### config.mk
export PLATFORM = sky130hd
export DESIGN_NAME = ipl_interlock
export DESIGN_NICKNAME = d
export VERILOG_FILES = /design/src/verilog/ipl_pkg.sv /design/src/verilog/ipl_regbank.sv /design/src/verilog/ipl_interlock.sv
export SDC_FILE = /design/constraint.sdc
export NUM_CORES = 2
export LEC_CHECK = 0
export BUFFER_PORTS_ARGS = -buffer_cell sky130_fd_sc_hd__buf_2
export CORE_MARGIN = 4
export CORE_UTILIZATION = 35
export CTS_CLUSTER_DIAMETER = 50
export DETAILED_ROUTE_END_ITERATION = 6
export HOLD_SLACK_MARGIN = 0.15
export PLACE_DENSITY = 0.62
export SLEW_MARGIN = 0
export SYNTH_ARGS = -nofsm -noshare
export SYNTH_HDL_FRONTEND = slang
export SYNTH_SLANG_ARGS = --single-unit
### constraint.sdc
create_clock -name i_clk -period 6.64 [get_ports i_clk]
set_clock_uncertainty 0.2 [all_clocks]
set_input_delay 0.664 -clock i_clk [delete_from_list [all_inputs] [get_ports i_clk]]
set_output_delay 0.664 -clock i_clk [all_outputs]
set_load 0.1 [all_outputs]
### src/verilog/ipl_pkg.sv
// Shared types and constants for the integer pipeline interlock block.
// Assumes a single core clock and a decode stage that presents one
// instruction descriptor per cycle.
package ipl_pkg;

  // ---------------------------------------------------------------
  // Widths
  // ---------------------------------------------------------------
  localparam int IPL_DATA_W = 32;
  localparam int IPL_IDX_W  = 4;
  localparam int IPL_CNT_W  = 4;

  // ---------------------------------------------------------------
  // Timing counts, in core cycles
  // ---------------------------------------------------------------
  localparam logic [3:0] IPL_BEATS_PER_CYC = 4'h2;  // Registers per load-multiple beat.
  localparam logic [3:0] IPL_REFILL_CYC    = 4'h6;  // Refill after a multiple load of the pc.
  localparam logic [3:0] IPL_SWAP_CYC      = 4'h2;
  localparam logic [3:0] IPL_BLH1_CYC      = 4'h3;
  localparam logic [3:0] IPL_BLH2_CYC      = 4'h4;
  localparam logic [3:0] IPL_SOFT_INT_PASS_CYC = 4'h5;
  localparam logic [3:0] IPL_SOFT_INT_FAIL_CYC = 4'h2;
  localparam logic [3:0] IPL_BR_EMPTY_CYC  = 4'h3;
  localparam logic [3:0] IPL_LSM_FAIL_CYC  = 4'h1;
  localparam logic [3:0] IPL_LSMPC_FAIL_CYC = 4'h2;
  localparam logic [1:0] IPL_LOAD_USE_CYC  = 2'h1;
  localparam logic [1:0] IPL_BYTE_USE_CYC  = 2'h2;
  localparam logic [1:0] IPL_ADDR_DP_CYC   = 2'h1;
  localparam logic [1:0] IPL_ADDR_LD_CYC   = 2'h2;

  // ---------------------------------------------------------------
  // Instruction classes seen by the interlock logic
  // ---------------------------------------------------------------
  typedef enum logic [3:0] {
    IPL_DP     = 4'h0,
    IPL_LOAD   = 4'h1,  // single_register_load
    IPL_BYTE   = 4'h2,  // byte_load
    IPL_STORE  = 4'h3,
    IPL_LOAD_MULTI  = 4'h4,  // load_multiple
    IPL_STORE_MULTI = 4'h5,  // store_multiple
    IPL_SWAP   = 4'h6,  // atomic_swap_word or atomic_swap_byte
    IPL_MUL    = 4'h7,
    IPL_MAC    = 4'h8,
    IPL_CP     = 4'h9,
    IPL_BLH1   = 4'hA,  // First half of a compact branch_with_link.
    IPL_BLH2   = 4'hB,  // Second half of a compact branch_with_link.
    IPL_SOFT_INT = 4'hC,  // software_interrupt
    IPL_BRANCH = 4'hD
  } ipl_cls_type;

  typedef enum logic [2:0] {
    ST_IDLE   = 3'h0,
    ST_MULTI  = 3'h1,
    ST_REFILL = 3'h2,
    ST_FIXED  = 3'h3,
    ST_COPROC = 3'h4
  } ipl_state_type;

  // Decode-stage instruction descriptor.
  typedef struct packed {
    logic                 valid;
    ipl_cls_type          cls;
    logic [IPL_IDX_W-1:0] src_a;     // First operand, or address base.
    logic [IPL_IDX_W-1:0] src_b;
    logic [IPL_IDX_W-1:0] dst;
    logic [4:0]           nregs;     // Register list length, 1 to 16.
    logic                 aligned;   // First access 64-bit aligned.
    logic                 has_pc;    // List includes the program_counter.
    logic                 cond_pass;
    logic                 folded;    // Branch already folded by prefetch.
    logic                 acc_dep;   // Accumulate operand not yet produced.
  } ipl_dec_type;

  // One register bank write port.
  typedef struct packed {
    logic                  en;
    logic [IPL_IDX_W-1:0]  idx;
    logic [IPL_DATA_W-1:0] data;
  } ipl_wr_type;

endpackage : ipl_pkg

### src/verilog/ipl_regbank.sv
// Register bank with four read ports and three write ports.
// Assumes writes arrive at the end of the write stage on the core clock.
`timescale 1ns/100ps

module ipl_regbank #(
  parameter int DEPTH = 16,
  parameter int WIDTH = 32
) (
  input  wire logic                     i_clk,
  input  wire logic [$clog2(DEPTH)-1:0] i_rd_idx_a,
  input  wire logic [$clog2(DEPTH)-1:0] i_rd_idx_b,
  input  wire logic [$clog2(DEPTH)-1:0] i_rd_idx_st1,
  input  wire logic [$clog2(DEPTH)-1:0] i_rd_idx_st2,
  input  wire ipl_pkg::ipl_wr_type      i_wr_alu,
  input  wire ipl_pkg::ipl_wr_type      i_wr_load_first,
  input  wire ipl_pkg::ipl_wr_type      i_wr_load_second,
  output logic [WIDTH-1:0]              o_rd_a,
  output logic [WIDTH-1:0]              o_rd_b,
  output logic [WIDTH-1:0]              o_rd_st1,
  output logic [WIDTH-1:0]              o_rd_st2
);
  import ipl_pkg::*;

  // ---------------------------------------------------------------
  // Parameter check
  // ---------------------------------------------------------------
  if (DEPTH != (1 << IPL_IDX_W) || WIDTH != IPL_DATA_W)
  begin : g_bad_param
    $error("ipl_regbank: DEPTH and WIDTH must match the package widths.");
  end

  logic [WIDTH-1:0] bank_reg [DEPTH];
  ipl_wr_type       wr_port [3];

  // ---------------------------------------------------------------
  // Write ports
  // ---------------------------------------------------------------
  assign wr_port[0] = i_wr_alu;
  assign wr_port[1] = i_wr_load_first;
  assign wr_port[2] = i_wr_load_second;

  // two load-store writes.
  // Later ports win a same-register collision, so loaded data beats base write-back.
  always_ff @(posedge i_clk)
  begin
    for (int p = 0; p < 3; p++)
    begin
      if (wr_port[p].en)
        bank_reg[wr_port[p].idx] <= wr_port[p].data;
    end
  end

  // ---------------------------------------------------------------
  // Read ports
  // ---------------------------------------------------------------
  // decode read ports and store-data read ports.
  assign o_rd_a  = bank_reg[i_rd_idx_a];
  assign o_rd_b  = bank_reg[i_rd_idx_b];
  assign o_rd_st1 = bank_reg[i_rd_idx_st1];
  assign o_rd_st2 = bank_reg[i_rd_idx_st2];

endmodule : ipl_regbank

### src/verilog/ipl_interlock.sv
// Pipeline interlock, sequencing and operand forwarding for the integer core.
// Assumes the load/store unit, multiplier, prefetch unit and coprocessor
// run on the same core clock and report their state with plain levels.
`timescale 1ns/100ps

// Overview of operation
// - Load-multiple moves two registers per cycle.
// - Multiples iterate once per transfer until done.
// - Later instructions wait while multiple is active.
// - Pc in load-multiple adds six refill cycles.
// - Swap waits for drain, then takes two.
// - Coprocessor work stalls until coprocessor ready.
// - First branch-with-link half takes three cycles.
// - Second branch-with-link half takes four cycles.
// - Software interrupt five cycles, two when failing.
// - Folded branch free; empty prefetch costs three.
// - Forward when possible, otherwise stall in hardware.
// - Use of load result stalls one cycle.
// - Address after data processing stalls one cycle.
// - Address after single load stalls two cycles.
// - Multiply waits for multiplier first stage free.
// - Accumulate stalls late, only when value needed.
// - Results forwarded the cycle after calculation.
// - Two decode read ports for operands, addresses.
// - Two execute read ports for store data.
// - One write port for integer unit results.
// - Two load write ports at write end.
// - Use of byte load stalls two cycles.
module ipl_interlock (
  input  wire logic                              i_clk,
  input  wire logic                              i_rst_n,
  input  wire ipl_pkg::ipl_dec_type              i_dec,
  input  wire logic                              i_ldst_pending,
  input  wire logic                              i_mul_head_busy,
  input  wire logic                              i_acc_ready,
  input  wire logic                              i_cp_ready,
  input  wire logic                              i_pfu_empty,
  input  wire logic [ipl_pkg::IPL_DATA_W-1:0]    i_ex_result,
  input  wire logic [ipl_pkg::IPL_DATA_W-1:0]    i_mem_result,
  input  wire ipl_pkg::ipl_wr_type               i_alu_wr,
  input  wire ipl_pkg::ipl_wr_type               i_ldst_wr_first,
  input  wire ipl_pkg::ipl_wr_type               i_ldst_wr_second,
  input  wire logic [ipl_pkg::IPL_IDX_W-1:0]     i_store_idx_first,
  input  wire logic [ipl_pkg::IPL_IDX_W-1:0]     i_store_idx_second,
  output logic                                   o_issue,
  output logic                                   o_stall_decode,
  output logic                                   o_bubble,
  output logic                                   o_ex_hold,
  output logic                                   o_lsm_active,
  output logic                                   o_refill,
  output ipl_pkg::ipl_dec_type                   o_ex_instr,
  output logic [ipl_pkg::IPL_DATA_W-1:0]         o_op_a,
  output logic [ipl_pkg::IPL_DATA_W-1:0]         o_op_b,
  output logic [ipl_pkg::IPL_DATA_W-1:0]         o_store_data_first,
  output logic [ipl_pkg::IPL_DATA_W-1:0]         o_store_data_second
);
  import ipl_pkg::*;

  // ---------------------------------------------------------------
  // Class helpers
  // ---------------------------------------------------------------
  function automatic logic is_dp(input ipl_cls_type c);
    return c inside {IPL_DP, IPL_MUL, IPL_MAC, IPL_BLH1, IPL_BLH2};
  endfunction : is_dp

  function automatic logic is_ls(input ipl_cls_type c);
    return c inside {IPL_LOAD, IPL_BYTE, IPL_STORE, IPL_LOAD_MULTI, IPL_STORE_MULTI, IPL_SWAP};
  endfunction : is_ls

  // Cycles a multiple spends in the load-store unit, two registers per beat,
  // one lone register first when the start is not 64-bit aligned.
  function automatic logic [IPL_CNT_W-1:0] lsm_beats(input logic [4:0] n, input logic al);
    logic [4:0] b;
    b = al ? 5'((n + 5'(IPL_BEATS_PER_CYC) - 5'h1) >> 1) : 5'(5'h1 + (n >> 1));
    return (b == 5'h0) ? 4'h1 : b[IPL_CNT_W-1:0];
  endfunction : lsm_beats

  // ---------------------------------------------------------------
  // Reset release
  // ---------------------------------------------------------------
  logic rst_meta_reg;
  logic rst_sync_n_reg;

  // The release is synchronised so that all state leaves reset on one edge.
  always_ff @(posedge i_clk or negedge i_rst_n)
  begin
    if (!i_rst_n)
    begin
      rst_meta_reg   <= 1'b0;
      rst_sync_n_reg <= 1'b0;
    end
    else
    begin
      rst_meta_reg   <= 1'b1;
      rst_sync_n_reg <= rst_meta_reg;
    end
  end

  // ---------------------------------------------------------------
  // State
  // ---------------------------------------------------------------
  ipl_state_type        state_reg,  state_next;
  logic [IPL_CNT_W-1:0] cnt_reg,    cnt_next;
  logic                 pc_reg,     pc_next;
  logic [1:0]           waited_reg, waited_next;
  ipl_dec_type          prev_reg;
  ipl_dec_type          ex_reg;
  ipl_dec_type          mem_reg;
  logic [IPL_DATA_W-1:0] op_a_reg, op_b_reg, st1_reg, st2_reg;

  // ---------------------------------------------------------------
  // Data dependency detection
  // ---------------------------------------------------------------
  wire prev_load  = prev_reg.valid && prev_reg.cls == IPL_LOAD;
  wire prev_byte  = prev_reg.valid && prev_reg.cls == IPL_BYTE;
  wire prev_dp    = prev_reg.valid && is_dp(prev_reg.cls);
  wire src_hit    = i_dec.src_a == prev_reg.dst || i_dec.src_b == prev_reg.dst;
  wire addr_hit   = i_dec.src_a == prev_reg.dst;
  wire dp_now     = i_dec.valid && is_dp(i_dec.cls);
  wire ls_now     = i_dec.valid && is_ls(i_dec.cls);
  wire dp_hit     = dp_now && src_hit;
  logic [1:0] dep_need;

  // hardware stall where forwarding is late.
  always_comb
  begin
    dep_need = 2'h0;
    if (dp_hit && prev_load)
      dep_need = IPL_LOAD_USE_CYC;
    if (dp_hit && prev_byte)
      dep_need = IPL_BYTE_USE_CYC;
    if (ls_now && addr_hit && prev_dp)
      dep_need = IPL_ADDR_DP_CYC;
    if (ls_now && addr_hit && (prev_load || prev_byte))
      dep_need = IPL_ADDR_LD_CYC;
  end

  // ---------------------------------------------------------------
  // Stall and issue decisions
  // ---------------------------------------------------------------
  wire fsm_busy  = state_reg != ST_IDLE;
  wire dep_wait  = waited_reg < dep_need;
  wire mul_wait  = i_dec.cls inside {IPL_MUL, IPL_MAC} && i_mul_head_busy;
  wire swap_wait = i_dec.cls == IPL_SWAP && i_ldst_pending;
  wire acc_hold  = ex_reg.valid && ex_reg.cls == IPL_MAC && ex_reg.acc_dep && !i_acc_ready;

  assign o_stall_decode = i_dec.valid && (fsm_busy || acc_hold || dep_wait || mul_wait
                                          || swap_wait);
  assign o_issue        = i_dec.valid && !o_stall_decode;
  assign o_ex_hold      = acc_hold;
  assign o_bubble       = !o_issue && !acc_hold;
  assign o_lsm_active   = state_reg == ST_MULTI;
  assign o_refill       = state_reg == ST_REFILL;
  assign o_ex_instr     = ex_reg;

  // Stall cycles already spent count toward the dependency wait.
  assign waited_next = o_issue ? 2'h0 :
                       (o_stall_decode && waited_reg != 2'h3) ? 2'(waited_reg + 2'h1) :
                       waited_reg;

  // ---------------------------------------------------------------
  // Multi-cycle sequencer
  // ---------------------------------------------------------------
  wire [IPL_CNT_W-1:0] beats = lsm_beats(i_dec.nregs, i_dec.aligned);
  logic [IPL_CNT_W-1:0] fix_cyc;

  always_comb
  begin
    fix_cyc = 4'h1;
    unique case (i_dec.cls)
      IPL_BLH1:   fix_cyc = IPL_BLH1_CYC;
      IPL_BLH2:   fix_cyc = IPL_BLH2_CYC;
      IPL_SOFT_INT: fix_cyc = i_dec.cond_pass ? IPL_SOFT_INT_PASS_CYC : IPL_SOFT_INT_FAIL_CYC;
      IPL_SWAP:   fix_cyc = IPL_SWAP_CYC;
      IPL_BRANCH: fix_cyc = (!i_dec.folded && i_pfu_empty) ? IPL_BR_EMPTY_CYC : 4'h1;
      IPL_LOAD_MULTI,
      IPL_STORE_MULTI: fix_cyc = i_dec.has_pc ? IPL_LSMPC_FAIL_CYC : IPL_LSM_FAIL_CYC;
      default:    fix_cyc = 4'h1;
    endcase
  end

  always_comb
  begin
    state_next = state_reg;
    cnt_next   = cnt_reg;
    pc_next    = pc_reg;
    unique case (state_reg)
      ST_IDLE:
      begin
        if (o_issue && i_dec.cls inside {IPL_LOAD_MULTI, IPL_STORE_MULTI} && i_dec.cond_pass)
        begin
          pc_next = i_dec.has_pc && i_dec.cls == IPL_LOAD_MULTI;
          if (beats > 4'h1)
          begin
            state_next = ST_MULTI;
            cnt_next   = 4'(beats - 4'h1);
          end
          else if (pc_next)
          begin
            state_next = ST_REFILL;
            cnt_next   = IPL_REFILL_CYC;
          end
        end
        else if (o_issue && i_dec.cls == IPL_CP && !i_cp_ready)
          state_next = ST_COPROC;
        else if (o_issue && fix_cyc > 4'h1)
        begin
          state_next = ST_FIXED;
          cnt_next   = 4'(fix_cyc - 4'h1);
        end
      end
      ST_MULTI:
      begin
        if (cnt_reg == 4'h1)
        begin
          state_next = pc_reg ? ST_REFILL : ST_IDLE;
          cnt_next   = pc_reg ? IPL_REFILL_CYC : 4'h0;
        end
        else
          cnt_next = 4'(cnt_reg - 4'h1);
      end
      ST_REFILL,
      ST_FIXED:
      begin
        if (cnt_reg == 4'h1)
          state_next = ST_IDLE;
        cnt_next = 4'(cnt_reg - 4'h1);
      end
      ST_COPROC:
      begin
        if (i_cp_ready)
          state_next = ST_IDLE;
      end
      default:
        state_next = ST_IDLE;
    endcase
  end

  always_ff @(posedge i_clk or negedge rst_sync_n_reg)
  begin
    if (!rst_sync_n_reg)
    begin
      state_reg  <= ST_IDLE;
      cnt_reg    <= 4'h0;
      pc_reg     <= 1'b0;
      waited_reg <= 2'h0;
    end
    else
    begin
      state_reg  <= state_next;
      cnt_reg    <= cnt_next;
      pc_reg     <= pc_next;
      waited_reg <= waited_next;
    end
  end

  // ---------------------------------------------------------------
  // Stage registers
  // ---------------------------------------------------------------
  // hold upstream, bubble downstream.
  always_ff @(posedge i_clk or negedge rst_sync_n_reg)
  begin
    if (!rst_sync_n_reg)
    begin
      prev_reg <= '0;
      ex_reg   <= '0;
      mem_reg  <= '0;
    end
    else
    begin
      if (o_issue)
        prev_reg <= i_dec;
      if (!acc_hold)
        ex_reg <= o_issue ? i_dec : '0;
      mem_reg <= acc_hold ? '0 : ex_reg;
    end
  end

  // ---------------------------------------------------------------
  // Register bank and forwarding
  // ---------------------------------------------------------------
  logic [IPL_DATA_W-1:0] rb_a, rb_b, rb_st1, rb_st2;

  ipl_regbank #(
    .DEPTH (16),
    .WIDTH (IPL_DATA_W)
  ) u_regbank (
    .i_clk            (i_clk),
    .i_rd_idx_a       (i_dec.src_a),
    .i_rd_idx_b       (i_dec.src_b),
    .i_rd_idx_st1     (i_store_idx_first),
    .i_rd_idx_st2     (i_store_idx_second),
    .i_wr_alu         (i_alu_wr),
    .i_wr_load_first  (i_ldst_wr_first),
    .i_wr_load_second (i_ldst_wr_second),
    .o_rd_a           (rb_a),
    .o_rd_b           (rb_b),
    .o_rd_st1         (rb_st1),
    .o_rd_st2         (rb_st2)
  );

  // execute and memory forwarding.
  // The younger execute result takes priority over the memory one.
  wire ex_fwd_a  = ex_reg.valid  && is_dp(ex_reg.cls)  && ex_reg.dst == i_dec.src_a;
  wire ex_fwd_b  = ex_reg.valid  && is_dp(ex_reg.cls)  && ex_reg.dst == i_dec.src_b;
  wire mem_fwd_a = mem_reg.valid && mem_reg.dst == i_dec.src_a;
  wire mem_fwd_b = mem_reg.valid && mem_reg.dst == i_dec.src_b;
  wire [IPL_DATA_W-1:0] fwd_a = ex_fwd_a ? i_ex_result : mem_fwd_a ? i_mem_result : rb_a;
  wire [IPL_DATA_W-1:0] fwd_b = ex_fwd_b ? i_ex_result : mem_fwd_b ? i_mem_result : rb_b;

  // Operands are captured on issue and held through any execute hold.
  always_ff @(posedge i_clk or negedge rst_sync_n_reg)
  begin
    if (!rst_sync_n_reg)
    begin
      op_a_reg <= 32'h0000_0000;
      op_b_reg <= 32'h0000_0000;
      st1_reg  <= 32'h0000_0000;
      st2_reg  <= 32'h0000_0000;
    end
    else
    begin
      if (o_issue)
      begin
        op_a_reg <= fwd_a;
        op_b_reg <= fwd_b;
      end
      st1_reg <= rb_st1;
      st2_reg <= rb_st2;
    end
  end

  assign o_op_a              = op_a_reg;
  assign o_op_b              = op_b_reg;
  assign o_store_data_first  = st1_reg;
  assign o_store_data_second = st2_reg;
endmodule : ipl_interlock

==> metrics.md <==
| Metric | Value |
|---|---|
| Vias in the first global route | roughly 38000 |
| Top cells by count, synth | 640 x mux4_2, 579 x mux2i_1, 512 x edfxtp_1 |
| TritonCTS clock tree | yes |
| Critical-path cell list | dlygate4sd3_1 > buf_2 > or2_1 > o2111a_1 > nand2_1 > o21ai_0 > and3b_1 > o21ai_0 > ha_1 > a31o_2 > a21oi_4 > inv_2 > buf_2 |
| I/O Buffers | ~380 |
| Core area | about 140000 um2 |
| Setup crit end kind | primary output |
| Detailed Place HPWL | 121000 um |
| Synth area leaders | edfxtp_1 31%, mux4_2 29%, mux2i_1 12% |
| Syn Area/Cell | around 12 um2 |
| First drt pass iteration count | 6 |
| Most frequent cell after synthesis | mux4_2 |
| Gr usage total | 0.269 |
| Chip Height | between 300 and 400 um |
| Routability cong. | ~0.9 |
| Global-route wire length before repair | approximately 290000 um |
| Setup TNS | 0 ps |
| Post-synth cell types | between 60 and 70 |
| Synthesized instance count | a little over 4000 |
| Clock Tree Root | clkbuf_16 |
| Wire length per cell | ~33 um |
| Busiest grt layer | met2 |
| Ys async rst share | 0.261 |
| Max reg flops | between 500 and 600 |
| Worst EP arrival | ~4100 ps |
| Slew Viols, Final | 0 |
| Unrepaired setup endpoints after global routing | false |
| Cell area after synthesis | around 50000 um2 |
| Worst EP required | slightly below 6000 ps |
| Starting density of the core | 0.353 |
| ANT nets after route | 0 |
| Via count | 39800 |
| Register Area | between 15000 and 20000 um2 |
| CTS Buf Count | 93 |
| Share of layout cells above drive strength 1 | 0.307 |
| Synth Flop Type | edfxtp_1 |
| Critical path launch point type | input port |
| Initial antenna violation count | 61 |
| Die W | 386 um |
| Post-Route WL | 205000 um |
| HP Class | register to register |
| Hold WS | between 150 and 200 ps |
| P_leak | slightly above 0.02 uW |
| Final Hold Fails | 0 |
| Post-synth top area cell | edfxtp_1 |
| FILL cells | about 13000 |
| Post-synth EDFFs | 512 |
| Total number of H-tree levels | 3 |
| Syn_nets | 4251 |
| F_max | about 200 MHz |
| Finished Layout Cells | just over 6000 |
| Post-route clock period utilization | 0.750 |
| Synthesized flop and latch total | ~700 |
| Crit path buffers/inverters | 4 |
| CTS max path bufs | 3 |
| MaxCap Viol Count | 0 |
| Layout area overhead | 14.1% |
| CTS Sinks | about 690 |
| Crit path max-delay family | buffers and inverters |
| Critical path's largest stage delay | roughly 530 ps |
| Clock transition at the registers of the reported paths | roughly 50 ps |
| Placed cell count | 5887 |
| Vias per Instance | 6.47 |
| Worst slew margin | 0.0840 |
| GR Layer Usage met3 | 0.104 |
| Remaining global-route overflow | 0 |
| CP max FO | 33 |
| Residual DRC | 0 |
| Fin crit period | ~5000 ps |
| Worst-margin pin slew | between 1000 and 1500 ps |
| Met2 usage | 0.398 |
| Status | finished, final reports clean |
| Met1 GRT Util | 0.332 |
| Final Setup Violations | 0 |
| Die footprint | around 150000 um2 |
| Clock Latency Late Sink | 700 ps |
| Area of the multi-input gates | between 20000 and 30000 um2 |
| I/O pin cnt | around 380 |
| Power Dens Cells | 292 nW/um2 |
| FP Rows | between 100 and 150 |
| Worst VDD drop | around 0.48 mV |
| CP Class | input port to primary output |
| Final core utilization | 0.402 |
| Post-synth top area share | 0.308 |
| Largest net degree at the start of global routing | ~140 |
| Final Net Count | 4370 |
| Ys Warns | 0 |
| Initial drt markers | 5802 |
| Part of the Yosys area used for sequential elements | 0.399 |
| CP max-delay cell | dlygate4sd3_1 |
[metrics by stage]
stage / total power, uW / cell area, um2 / worst slack (ps)
5_1_grt: 17200 / 56900 / 1430
3_3_place_gp: 11400 / 53200 / 1690
3_5_place_dp: 11400 / 53200 / 1750
2_1_floorplan: 10000 / 49900 / 1020
6_report: 16600 / 56900 / 1660
4_1_cts: 16600 / 56900 / 1670
[per-layer routing]
| metal | share of wire | wire [um] | vias up |
|---|---|---|---|
| met4 | 0.072 | 14900 | 32 |
| met2 | 0.43 | 88600 | 3324 |
| met1 | 0.35 | 70900 | 19600 |
| met3 | 0.15 | 30500 | 846 |
| met5 | 0.00095 | 195 | - |
| li1 | - | - | 15900 |
[where the power goes]
part	internal, uW	leakage [uW]	switching [uW]	total [uW]
logic	1520	0.0121	4200	5720
registers	5260	0.00690	451	5710
clock network	3090	0.00151	2120	5200
total	9870	0.0205	6760	16600
[cell type report]
class / count / share of cell area
flip-flops and latches: 693 / 0.350
well taps: 1890 / 0.0415
clock inverters: 46 / 0.0102
diodes: 35 / 0.00154
clock buffers: 130 / 0.0451
multi-input cells: 2831 / 0.496
inverters: 12 / 0.000791
repair buffers: 513 / 0.0555
[final timing paths]
check	startpoint	slack, ps	end	cells after the start
worst max-delay path	i_dec[22]	1660	o_issue	13
worst min-delay path	rst_meta_reg	160	rst_sync_n_reg	0
worst max register to register	prev_reg[10]	2940	cnt_reg[2]	14
worst min register to register	rst_meta_reg	160	rst_sync_n_reg	0
max in group asynchronous	rst_sync_n_reg	4770	o_op_b[27]	1
min in group asynchronous	rst_sync_n_reg	200	o_op_b[8]	0
[repair_timing]
| item | 4_1_cts | 5_1_grt |
|---|---|---|
| hold endpoints to repair | 86 | 0 |
| hold buffers | 52 | 0 |
| gates resized for setup | 0 | 0 |
| endpoints found under the setup margin | 0 | 0 |
| setup buffers | 0 | 0 |
[cell families after synthesis]
logic type	Yosys count	share of synthesized area
muxes	1220	0.405
buffers and inverters	501	0.0405
and+or+nand+nor	831	0.0692
xor gates and xnor gates	30	0.00541
adders and majority gates	9	0.00226
other	1	0.0000751
AOI/OAI and AO/OA	740	0.0788
DFF	693	0.399
[cells in the final DEF (no fill, tap or decap), types with 9 or more instances in the layout]
cell,n
bufinv_16,9
ha_1,9
a22o_1,21
a21oi_1,339
o211ai_1,12
edfxtp_1,512
o21ai_1,31
nor2_1,339
nand2b_1,9
mux4_2,640
clkbuf_16,95
inv_1,11
nor2_4,9
o21ai_0,305
dlygate4sd3_1,52
dfrtp_1,180
diode_2,35
nor2b_1,17
xor2_1,18
buf_2,365
nand2_1,364
mux2i_1,579
nand3_1,9
xnor2_1,11
buf_4,84
nor3_1,9
clkbuf_1,29
No activity file was read; power rests on OpenSTA's default activity.
